--- src/hw/plp_defs.svh ---
`ifndef PLP_DEFS_SVH
`define PLP_DEFS_SVH

// ----------------------------------------
// register map
// ----------------------------------------
`define PLP_ADDR_W 3
`define PLP_OFF_DATA 3'h0
`define PLP_OFF_STAT 3'h1
`define PLP_OFF_CTRL 3'h2
`define PLP_OFF_ISR 3'h3
`define PLP_OFF_IMR 3'h4

// ----------------------------------------
// control register fields
// ----------------------------------------
`define PLP_CTRL_W 5
`define PLP_CTRL_STROBE 0
`define PLP_CTRL_FEED 1
`define PLP_CTRL_INIT 2
`define PLP_CTRL_SELECT 3
`define PLP_CTRL_IRQEN 4

// ----------------------------------------
// status register fields
// ----------------------------------------
`define PLP_STAT_ERR 3
`define PLP_STAT_SEL 4
`define PLP_STAT_PAPER 5
`define PLP_STAT_ACK 6
`define PLP_STAT_BUSY 7

// ----------------------------------------
// event bits and reset values
// ----------------------------------------
`define PLP_EV_W 1
`define PLP_EV_ACK 0
`define PLP_CTRL_RST 5'h00
`define PLP_DATA_RST 8'h00
`define PLP_IMR_RST 1'h1
`define PLP_PINS_RST 5'h09
`define PLP_DRV_RST 1'h1

`endif

--- src/hw/plp_pkg.sv ---
package plp_pkg;

	// printer status pins, as seen on the cable
	typedef struct packed {
		logic busy;
		logic ack;
		logic paper_out;
		logic printer_selected_in;
		logic error_n;
	} plp_status_t;

	// open-drain control pins, one bit each
	typedef struct packed {
		logic printer_select_out;
		logic init;
		logic auto_feed;
		logic data_latch_strobe;
	} plp_ctl_pins_t;

endpackage

--- src/hw/plp_sync.sv ---
`timescale 1ns/1ps
// ----------------------------------------
// three-stage pin synchroniser
// ----------------------------------------
// a bit changes only once stages two and three agree
module plp_sync #(
	parameter int W = 1,
	parameter logic [W-1:0] RST_VAL = '0
) (
	input wire logic mclk,
	input wire logic rst,
	input wire logic [W-1:0] din,
	output logic [W-1:0] dout
);

	logic [W-1:0] s1_reg;
	logic [W-1:0] s2_reg;
	logic [W-1:0] s3_reg;
	logic [W-1:0] out_reg;
	logic [W-1:0] out_next;

	always_comb begin
		out_next = (s2_reg & s3_reg) | (out_reg & (s2_reg ^ s3_reg));
	end

	always_ff @(posedge mclk) begin
		if (rst) begin
			s1_reg <= RST_VAL;
			s2_reg <= RST_VAL;
			s3_reg <= RST_VAL;
			out_reg <= RST_VAL;
		end else begin
			s1_reg <= din;
			s2_reg <= s1_reg;
			s3_reg <= s2_reg;
			out_reg <= out_next;
		end
	end

	assign dout = out_reg;

endmodule // plp_sync

--- src/hw/plp_sticky.sv ---
`timescale 1ns/1ps
// ----------------------------------------
// sticky event bits, write one to clear
// ----------------------------------------
// set wins over a clear in the same cycle so no event is lost
module plp_sticky #(
	parameter int W = 1
) (
	input wire logic mclk,
	input wire logic rst,
	input wire logic [W-1:0] set,
	input wire logic [W-1:0] clr,
	output logic [W-1:0] q
);

	logic [W-1:0] q_reg;
	logic [W-1:0] q_next;

	always_comb begin
		q_next = (q_reg & ~clr) | set;
	end

	always_ff @(posedge mclk) begin
		if (rst) begin
			q_reg <= '0;
		end else begin
			q_reg <= q_next;
		end
	end

	assign q = q_reg;

endmodule // plp_sticky

--- src/hw/printer_parallel_port.sv ---
// Added by the designer: the strobed register port and the register offsets.
`timescale 1ns/1ps
`include "plp_defs.svh"
module printer_parallel_port (
	input wire logic mclk,
	input wire logic rst,
	input wire logic port_chip_select,
	input wire logic [`PLP_ADDR_W-1:0] host_addr,
	input wire logic [7:0] host_wdata,
	input wire logic host_write_strobe,
	input wire logic host_read_strobe,
	output logic [7:0] host_rdata,
	output logic printer_irq_o,
	output logic printer_irq_oe_n,
	input wire logic port_drive_enable,
	input wire logic [7:0] port_data_lines_i,
	output logic [7:0] port_data_lines_o,
	output logic port_data_lines_oe_n,
	input wire plp_pkg::plp_status_t printer_status,
	output plp_pkg::plp_ctl_pins_t printer_ctl_o,
	output plp_pkg::plp_ctl_pins_t printer_ctl_oe_n
);

	// ----------------------------------------
	// pin synchronisers
	// ----------------------------------------
	plp_pkg::plp_status_t status_s;
	logic drive_s;
	logic [7:0] data_in_s;

	// printer keeps its own line meanings; only sampled here
	plp_sync #(
		.W(6),
		.RST_VAL({`PLP_DRV_RST, `PLP_PINS_RST})
	) u_sync_ctl (
		.mclk(mclk),
		.rst(rst),
		.din({port_drive_enable, printer_status}),
		.dout({drive_s, status_s})
	);

	plp_sync #(
		.W(8),
		.RST_VAL(8'h00)
	) u_sync_data (
		.mclk(mclk),
		.rst(rst),
		.din(port_data_lines_i),
		.dout(data_in_s)
	);

	// ----------------------------------------
	// host access decode
	// ----------------------------------------
	logic wr_ev;
	logic rd_ev;

	assign wr_ev = port_chip_select && host_write_strobe;
	assign rd_ev = port_chip_select && host_read_strobe;

	// ----------------------------------------
	// acknowledge edge and event bits
	// ----------------------------------------
	logic ack_prev_reg;
	logic ack_prev_next;
	logic ack_rise;
	logic [`PLP_EV_W-1:0] ev_set;
	logic [`PLP_EV_W-1:0] ev_clr;
	logic [`PLP_EV_W-1:0] isr;

	always_comb begin
		ack_prev_next = status_s.ack;
	end

	always_ff @(posedge mclk) begin
		if (rst) begin
			ack_prev_reg <= 1'h1;
		end else begin
			ack_prev_reg <= ack_prev_next;
		end
	end

	// ack idles high; the end of the low pulse is the event
	assign ack_rise = status_s.ack && !ack_prev_reg;

	always_comb begin
		ev_set = '0;
		ev_set[`PLP_EV_ACK] = ack_rise;
		ev_clr = '0;
		if (wr_ev && host_addr == `PLP_OFF_ISR) begin
			ev_clr = host_wdata[`PLP_EV_W-1:0];
		end
	end

	plp_sticky #(
		.W(`PLP_EV_W)
	) u_isr (
		.mclk(mclk),
		.rst(rst),
		.set(ev_set),
		.clr(ev_clr),
		.q(isr)
	);

	// ----------------------------------------
	// software registers
	// ----------------------------------------
	logic [7:0] data_reg;
	logic [7:0] data_next;
	logic [`PLP_CTRL_W-1:0] ctrl_reg;
	logic [`PLP_CTRL_W-1:0] ctrl_next;
	logic [`PLP_EV_W-1:0] imr_reg;
	logic [`PLP_EV_W-1:0] imr_next;
	logic [7:0] rdata_reg;
	logic [7:0] rdata_next;
	logic [7:0] stat_word;
	logic [7:0] data_view;

	always_comb begin
		stat_word = 8'h00;
		stat_word[`PLP_STAT_ERR] = status_s.error_n;
		stat_word[`PLP_STAT_SEL] = status_s.printer_selected_in;
		stat_word[`PLP_STAT_PAPER] = status_s.paper_out;
		stat_word[`PLP_STAT_ACK] = status_s.ack;
		stat_word[`PLP_STAT_BUSY] = status_s.busy;
		// released lines read what the outside drives
		data_view = drive_s ? data_in_s : data_reg;
	end

	always_comb begin
		data_next = data_reg;
		ctrl_next = ctrl_reg;
		imr_next = imr_reg;
		if (wr_ev) begin
			case (host_addr)
				`PLP_OFF_DATA: begin
					data_next = host_wdata;
				end
				`PLP_OFF_CTRL: begin
					ctrl_next = host_wdata[`PLP_CTRL_W-1:0];
				end
				`PLP_OFF_IMR: begin
					imr_next = host_wdata[`PLP_EV_W-1:0];
				end
				default: begin
					data_next = data_reg;
				end
			endcase
		end
	end

	always_comb begin
		rdata_next = 8'h00;
		if (rd_ev) begin
			case (host_addr)
				`PLP_OFF_DATA: begin
					rdata_next = data_view;
				end
				`PLP_OFF_STAT: begin
					rdata_next = stat_word;
				end
				`PLP_OFF_CTRL: begin
					rdata_next = {{(8-`PLP_CTRL_W){1'b0}}, ctrl_reg};
				end
				`PLP_OFF_ISR: begin
					rdata_next = {{(8-`PLP_EV_W){1'b0}}, isr};
				end
				`PLP_OFF_IMR: begin
					rdata_next = {{(8-`PLP_EV_W){1'b0}}, imr_reg};
				end
				default: begin
					rdata_next = 8'h00;
				end
			endcase
		end
	end

	always_ff @(posedge mclk) begin
		if (rst) begin
			data_reg <= `PLP_DATA_RST;
			ctrl_reg <= `PLP_CTRL_RST;
			imr_reg <= `PLP_IMR_RST;
			rdata_reg <= 8'h00;
		end else begin
			data_reg <= data_next;
			ctrl_reg <= ctrl_next;
			imr_reg <= imr_next;
			rdata_reg <= rdata_next;
		end
	end

	// ----------------------------------------
	// pin drivers
	// ----------------------------------------
	logic irq_reg;
	logic irq_next;
	logic irq_oe_n_reg;
	logic irq_oe_n_next;
	logic data_oe_n_reg;
	logic data_oe_n_next;
	plp_pkg::plp_ctl_pins_t ctl_oe_n_reg;
	plp_pkg::plp_ctl_pins_t ctl_oe_n_next;

	always_comb begin
		irq_next = ctrl_reg[`PLP_CTRL_IRQEN] && |(isr & imr_reg);
		// floating rather than low lets several sources share a line
		irq_oe_n_next = !ctrl_reg[`PLP_CTRL_IRQEN];
		data_oe_n_next = drive_s;
		// open drain: enable the low level, else the pullup wins
		ctl_oe_n_next.data_latch_strobe =
			!ctrl_reg[`PLP_CTRL_STROBE];
		ctl_oe_n_next.auto_feed = !ctrl_reg[`PLP_CTRL_FEED];
		ctl_oe_n_next.init = !ctrl_reg[`PLP_CTRL_INIT];
		ctl_oe_n_next.printer_select_out =
			!ctrl_reg[`PLP_CTRL_SELECT];
	end

	always_ff @(posedge mclk) begin
		if (rst) begin
			irq_reg <= 1'h0;
			irq_oe_n_reg <= 1'h1;
			data_oe_n_reg <= 1'h1;
			ctl_oe_n_reg <= 4'hF;
		end else begin
			irq_reg <= irq_next;
			irq_oe_n_reg <= irq_oe_n_next;
			data_oe_n_reg <= data_oe_n_next;
			ctl_oe_n_reg <= ctl_oe_n_next;
		end
	end

	assign host_rdata = rdata_reg;
	assign printer_irq_o = irq_reg;
	assign printer_irq_oe_n = irq_oe_n_reg;
	assign port_data_lines_o = data_reg;
	assign port_data_lines_oe_n = data_oe_n_reg;
	assign printer_ctl_o = 4'h0;
	assign printer_ctl_oe_n = ctl_oe_n_reg;

	// ----------------------------------------
	// assertions
	// ----------------------------------------
	property p_irq_rise;
		@(posedge mclk) disable iff (rst)
		(ack_rise && ctrl_reg[`PLP_CTRL_IRQEN] && imr_reg[`PLP_EV_ACK]
			&& !wr_ev) |-> ##2 printer_irq_o;
	endproperty
	a_irq_rise: assert property (p_irq_rise)
		else $error("ack rise did not raise interrupt");

	property p_irq_gate;
		@(posedge mclk) disable iff (rst)
		!ctrl_reg[`PLP_CTRL_IRQEN] |=> !printer_irq_o;
	endproperty
	a_irq_gate: assert property (p_irq_gate)
		else $error("interrupt high while disabled");

	property p_irq_float;
		@(posedge mclk) disable iff (rst)
		!ctrl_reg[`PLP_CTRL_IRQEN] |=> printer_irq_oe_n;
	endproperty
	a_irq_float: assert property (p_irq_float)
		else $error("interrupt driven while disabled");

	property p_drive;
		@(posedge mclk) disable iff (rst)
		!drive_s |=> !port_data_lines_oe_n;
	endproperty
	a_drive: assert property (p_drive)
		else $error("data lines not driven");

	property p_release;
		@(posedge mclk) disable iff (rst)
		drive_s |=> port_data_lines_oe_n;
	endproperty
	a_release: assert property (p_release)
		else $error("data lines not released");

	property p_data_in;
		@(posedge mclk) disable iff (rst)
		(rd_ev && host_addr == `PLP_OFF_DATA && drive_s)
			|=> host_rdata == $past(data_in_s);
	endproperty
	a_data_in: assert property (p_data_in)
		else $error("released port read wrong");

	property p_ctl_pins;
		@(posedge mclk) disable iff (rst)
		ctrl_reg[`PLP_CTRL_STROBE] ##1 ctrl_reg[`PLP_CTRL_STROBE]
			|-> !printer_ctl_oe_n.data_latch_strobe
			&& printer_ctl_oe_n.init == !$past(ctrl_reg[`PLP_CTRL_INIT]);
	endproperty
	a_ctl_pins: assert property (p_ctl_pins)
		else $error("strobe or init pin wrong");

	property p_sel_feed;
		@(posedge mclk) disable iff (rst)
		##1 printer_ctl_oe_n.printer_select_out ==
			!$past(ctrl_reg[`PLP_CTRL_SELECT])
			&& printer_ctl_oe_n.auto_feed == !$past(ctrl_reg[`PLP_CTRL_FEED]);
	endproperty
	a_sel_feed: assert property (p_sel_feed)
		else $error("select or feed pin wrong");

	property p_write_read;
		@(posedge mclk) disable iff (rst)
		(wr_ev && host_addr == `PLP_OFF_CTRL) ##1 (rd_ev
			&& host_addr == `PLP_OFF_CTRL && !wr_ev)
			|=> host_rdata == {3'h0, $past(host_wdata[4:0], 2)};
	endproperty
	a_write_read: assert property (p_write_read)
		else $error("control readback mismatch");

	property p_no_cs;
		@(posedge mclk) disable iff (rst)
		!port_chip_select |=> $stable(ctrl_reg) && $stable(data_reg)
			&& host_rdata == 8'h00;
	endproperty
	a_no_cs: assert property (p_no_cs)
		else $error("access without chip select");

	property p_reset;
		@(posedge mclk)
		rst |=> ctrl_reg == `PLP_CTRL_RST && !printer_irq_o
			&& port_data_lines_oe_n && printer_irq_oe_n;
	endproperty
	a_reset: assert property (p_reset)
		else $error("reset state wrong");

	c_irq: cover property (@(posedge mclk) disable iff (rst)
		ack_rise ##2 printer_irq_o);
	c_clear: cover property (@(posedge mclk) disable iff (rst)
		printer_irq_o ##1 (wr_ev && host_addr == `PLP_OFF_ISR)
		##2 !printer_irq_o);
	c_input: cover property (@(posedge mclk) disable iff (rst)
		rd_ev && drive_s && host_addr == `PLP_OFF_DATA);

endmodule // printer_parallel_port

--- config.mk ---
export PLATFORM = sky130hd
export DESIGN_NAME = printer_parallel_port
export DESIGN_NICKNAME = d
export VERILOG_FILES = /design/src/hw/plp_pkg.sv /design/src/hw/plp_sync.sv /design/src/hw/plp_sticky.sv /design/src/hw/printer_parallel_port.sv
export VERILOG_INCLUDE_DIRS = /design/src /design/src/hw
export SDC_FILE = /design/constraint.sdc
export NUM_CORES = 1
export LEC_CHECK = 0
export ABC_CLOCK_PERIOD_IN_PS = 1500
export BUFFER_PORTS_ARGS = -buffer_cell sky130_fd_sc_hd__buf_2
export CAP_MARGIN = 20
export CORE_UTILIZATION = 42
export CTS_BUF_LIST = sky130_fd_sc_hd__clkbuf_16
export DETAILED_ROUTE_END_ITERATION = 7
export GPL_ROUTABILITY_DRIVEN = 0
export HOLD_SLACK_MARGIN = 0.06
export PLACE_DENSITY_LB_ADDON = 0.25
export SYNTH_ARGS = -nofsm -noshare
export SYNTH_HDL_FRONTEND = slang
export SYNTH_HIERARCHICAL = 1
export SYNTH_SLANG_ARGS = --single-unit
--- constraint.sdc ---
create_clock -name mclk -period 1.5 [get_ports mclk]
set_input_delay 0.075 -clock mclk [delete_from_list [all_inputs] [get_ports mclk]]
set_output_delay 0.075 -clock mclk [all_outputs]
set_load 0.01 [all_outputs]
==> run metrics <==
area of the multi-input gates 1210 µm²; commonest cells after routing, fill and taps aside dfxtp_1, buf_2, nor2b_1; crit end category flop; clk slew on worst S/H paths 0.06 ns; area delta synth->final 26.5%; Die H 87.4 µm; FF+latch area 1740 µm²; Setup Buffers After CTS 0; Finish-stage setup viols 0; TritonRoute pass-1 iters 4; Fillers 617; Leak 1.70 nW; CTS buffer count 9; max-slew violations 0; crit path kind reg -> reg; Initial Util 0.444; GR Overflow Total 0; RSZ-0062 raised after global routing false; antenna viol nets, final 0; FF+latch count, synth 87; Clock Sinks 87; via count 1979; vias in the first global route 1807; Die Span X 87.4 µm; gate count after technology mapping 272; ant diodes 0; Final Hold Viols 0; Initial DRC Count 63; fraction of layout cells with a size suffix above 1 0.238; CTS root buffer clkbuf_16; Yosys top cell by area dfxtp_1; warnings from Yosys 6; Vias/cell 4.41; most common cell after layout, fill and taps aside dfxtp_1; I/O pins 57; PwrDens 1230 nW/µm²; Syn Area/Cell 11.3 µm²; Final Cycle Share 0.882; Distinct cells, synth 29; initial antenna violation count 0; register area share after synthesis 0.568; final WL 5090 µm; Total Neg Setup Slack 0 ns; HP Class in -> reg; VDD IR max 0.702 mV; Port-buffer cells 52; number of remaining DRC errors 0; Cell Area, Synth 3060 µm²; die area 7640 µm²; maximum clock frequency 756 MHz; number of nets in the layout 392; CP Launch Type flop; outcome completed; skew final 0.00514 ns; H-tree depth 3; share of the synthesized area in the top cell type 0.568; crit path max fanout 10; core area 6910 µm²; CTS max path bufs 2; dpl cell area 3380 µm²; largest cells by area after synthesis dfxtp_1, mux2i_1, nor2b_1; Arr. time, crit path 1.58 ns; first-pass GRT wire length 8290 µm; Avg WL per Cell 11.3 µm; WP data required 1.76 ns; CTS tree yes; Worst-Skew Late Latency 0.33 ns; Total Routing Usage GR 0.145; Final HPWL DP 3440 µm; Tmin final 1.32 ns; fin area 3880 µm²; row count 30; Max-Cap Viols 0; largest net degree at the start of global routing 40
## layout make-up
class	instances	share of cell area
Timing Repair Buffer	78	0.131
Multi-Input combinational cell	171	0.313
Clock inverter	7	0.0168
Inverter	1	0.000968
Tap cell	96	0.0310
Sequential cell	87	0.449
Clock buffer	9	0.0581
## Yosys cell counts (all sizes together)
cell type,n
a211o,3
a21oi,14
a22oi,2
a31oi,1
and2b,5
buf,14
clkbuf,2
conb,1
dfxtp,87
ha,14
inv,1
mux2,8
mux2i,20
nand2,3
nand2b,23
nand3,2
nand3b,3
nand4,1
nor2,19
nor2b,32
nor3,3
or2,12
or3,1
or4,1
## layer usage
metal  GRT usage  vias up  wire length, µm  part of all wire
met2       0.218       46             2250              0.44
met3      0.0313       11              164             0.032
li1            -     1040                -                 -
met1       0.188      882             2530              0.50
met4      0.0894        0              133             0.026
met5           0        -                0                 0
## cell families (layout without fill, tap and decap cells)
logic type      Yosys count  count (layout)  synth area share
simple gates            105             105             0.200
flops                    87              87             0.568
mux                      28              28            0.0947
compound gates           20              20            0.0396
buf+inv                  17              95            0.0392
fa+ha+maj                14              14            0.0572
other cells               1               4           0.00122
## path summary, 6_finish.rpt
| check | from | endpoint | slack (ns) | depth (start not counted) |
|---|---|---|---|---|
| min reg2reg | u_sync_ctl/s1_reg[0] | u_sync_ctl/s2_reg[0] | 0.40 | 1 |
| min | host_wdata[1] | ctrl_reg[1] | 0.06 | 3 |
| max | u_sync_ctl/dout[5] | host_rdata[0] | 0.18 | 3 |
| max reg2reg | u_sync_ctl/dout[5] | host_rdata[0] | 0.18 | 3 |
## report_power, final
part	switching (mW)	internal, mW
Sequential	0.0241	2.37
Clock	0.849	1.27
Combinational	0.109	0.140
Total	0.982	3.78
## worst max-delay path, stage by stage, from the launching register on
cell	delay, ns
dfxtp_1	0.57
mux2i_1	0.12
or4_1	0.40
a31oi_1	0.16
## stage by stage
step | power [mW] | std cells | utilization | hold slack (ns) | worst slack, ns
after floorplan | 2.59 | 275 | - | 0.137 | 0.343
after global placement | 2.65 | 412 | 0.489 | 0.259 | 0.209
after detailed placement | 2.65 | 412 | 0.489 | 0.262 | 0.174
after CTS | 4.81 | 449 | 0.561 | 0.0622 | 0.155
after global routing | 4.96 | 449 | 0.561 | 0.0820 | 0.0434
final | 4.76 | 449 | 0.561 | 0.0623 | 0.177
## repair_timing
| item | in CTS | in global routing |
|---|---|---|
| hold endpoints to repair | 21 | 0 |
| hold buffers | 21 | 0 |
| gates resized for setup | 0 | 0 |
(Power assumes the default switching activity.)
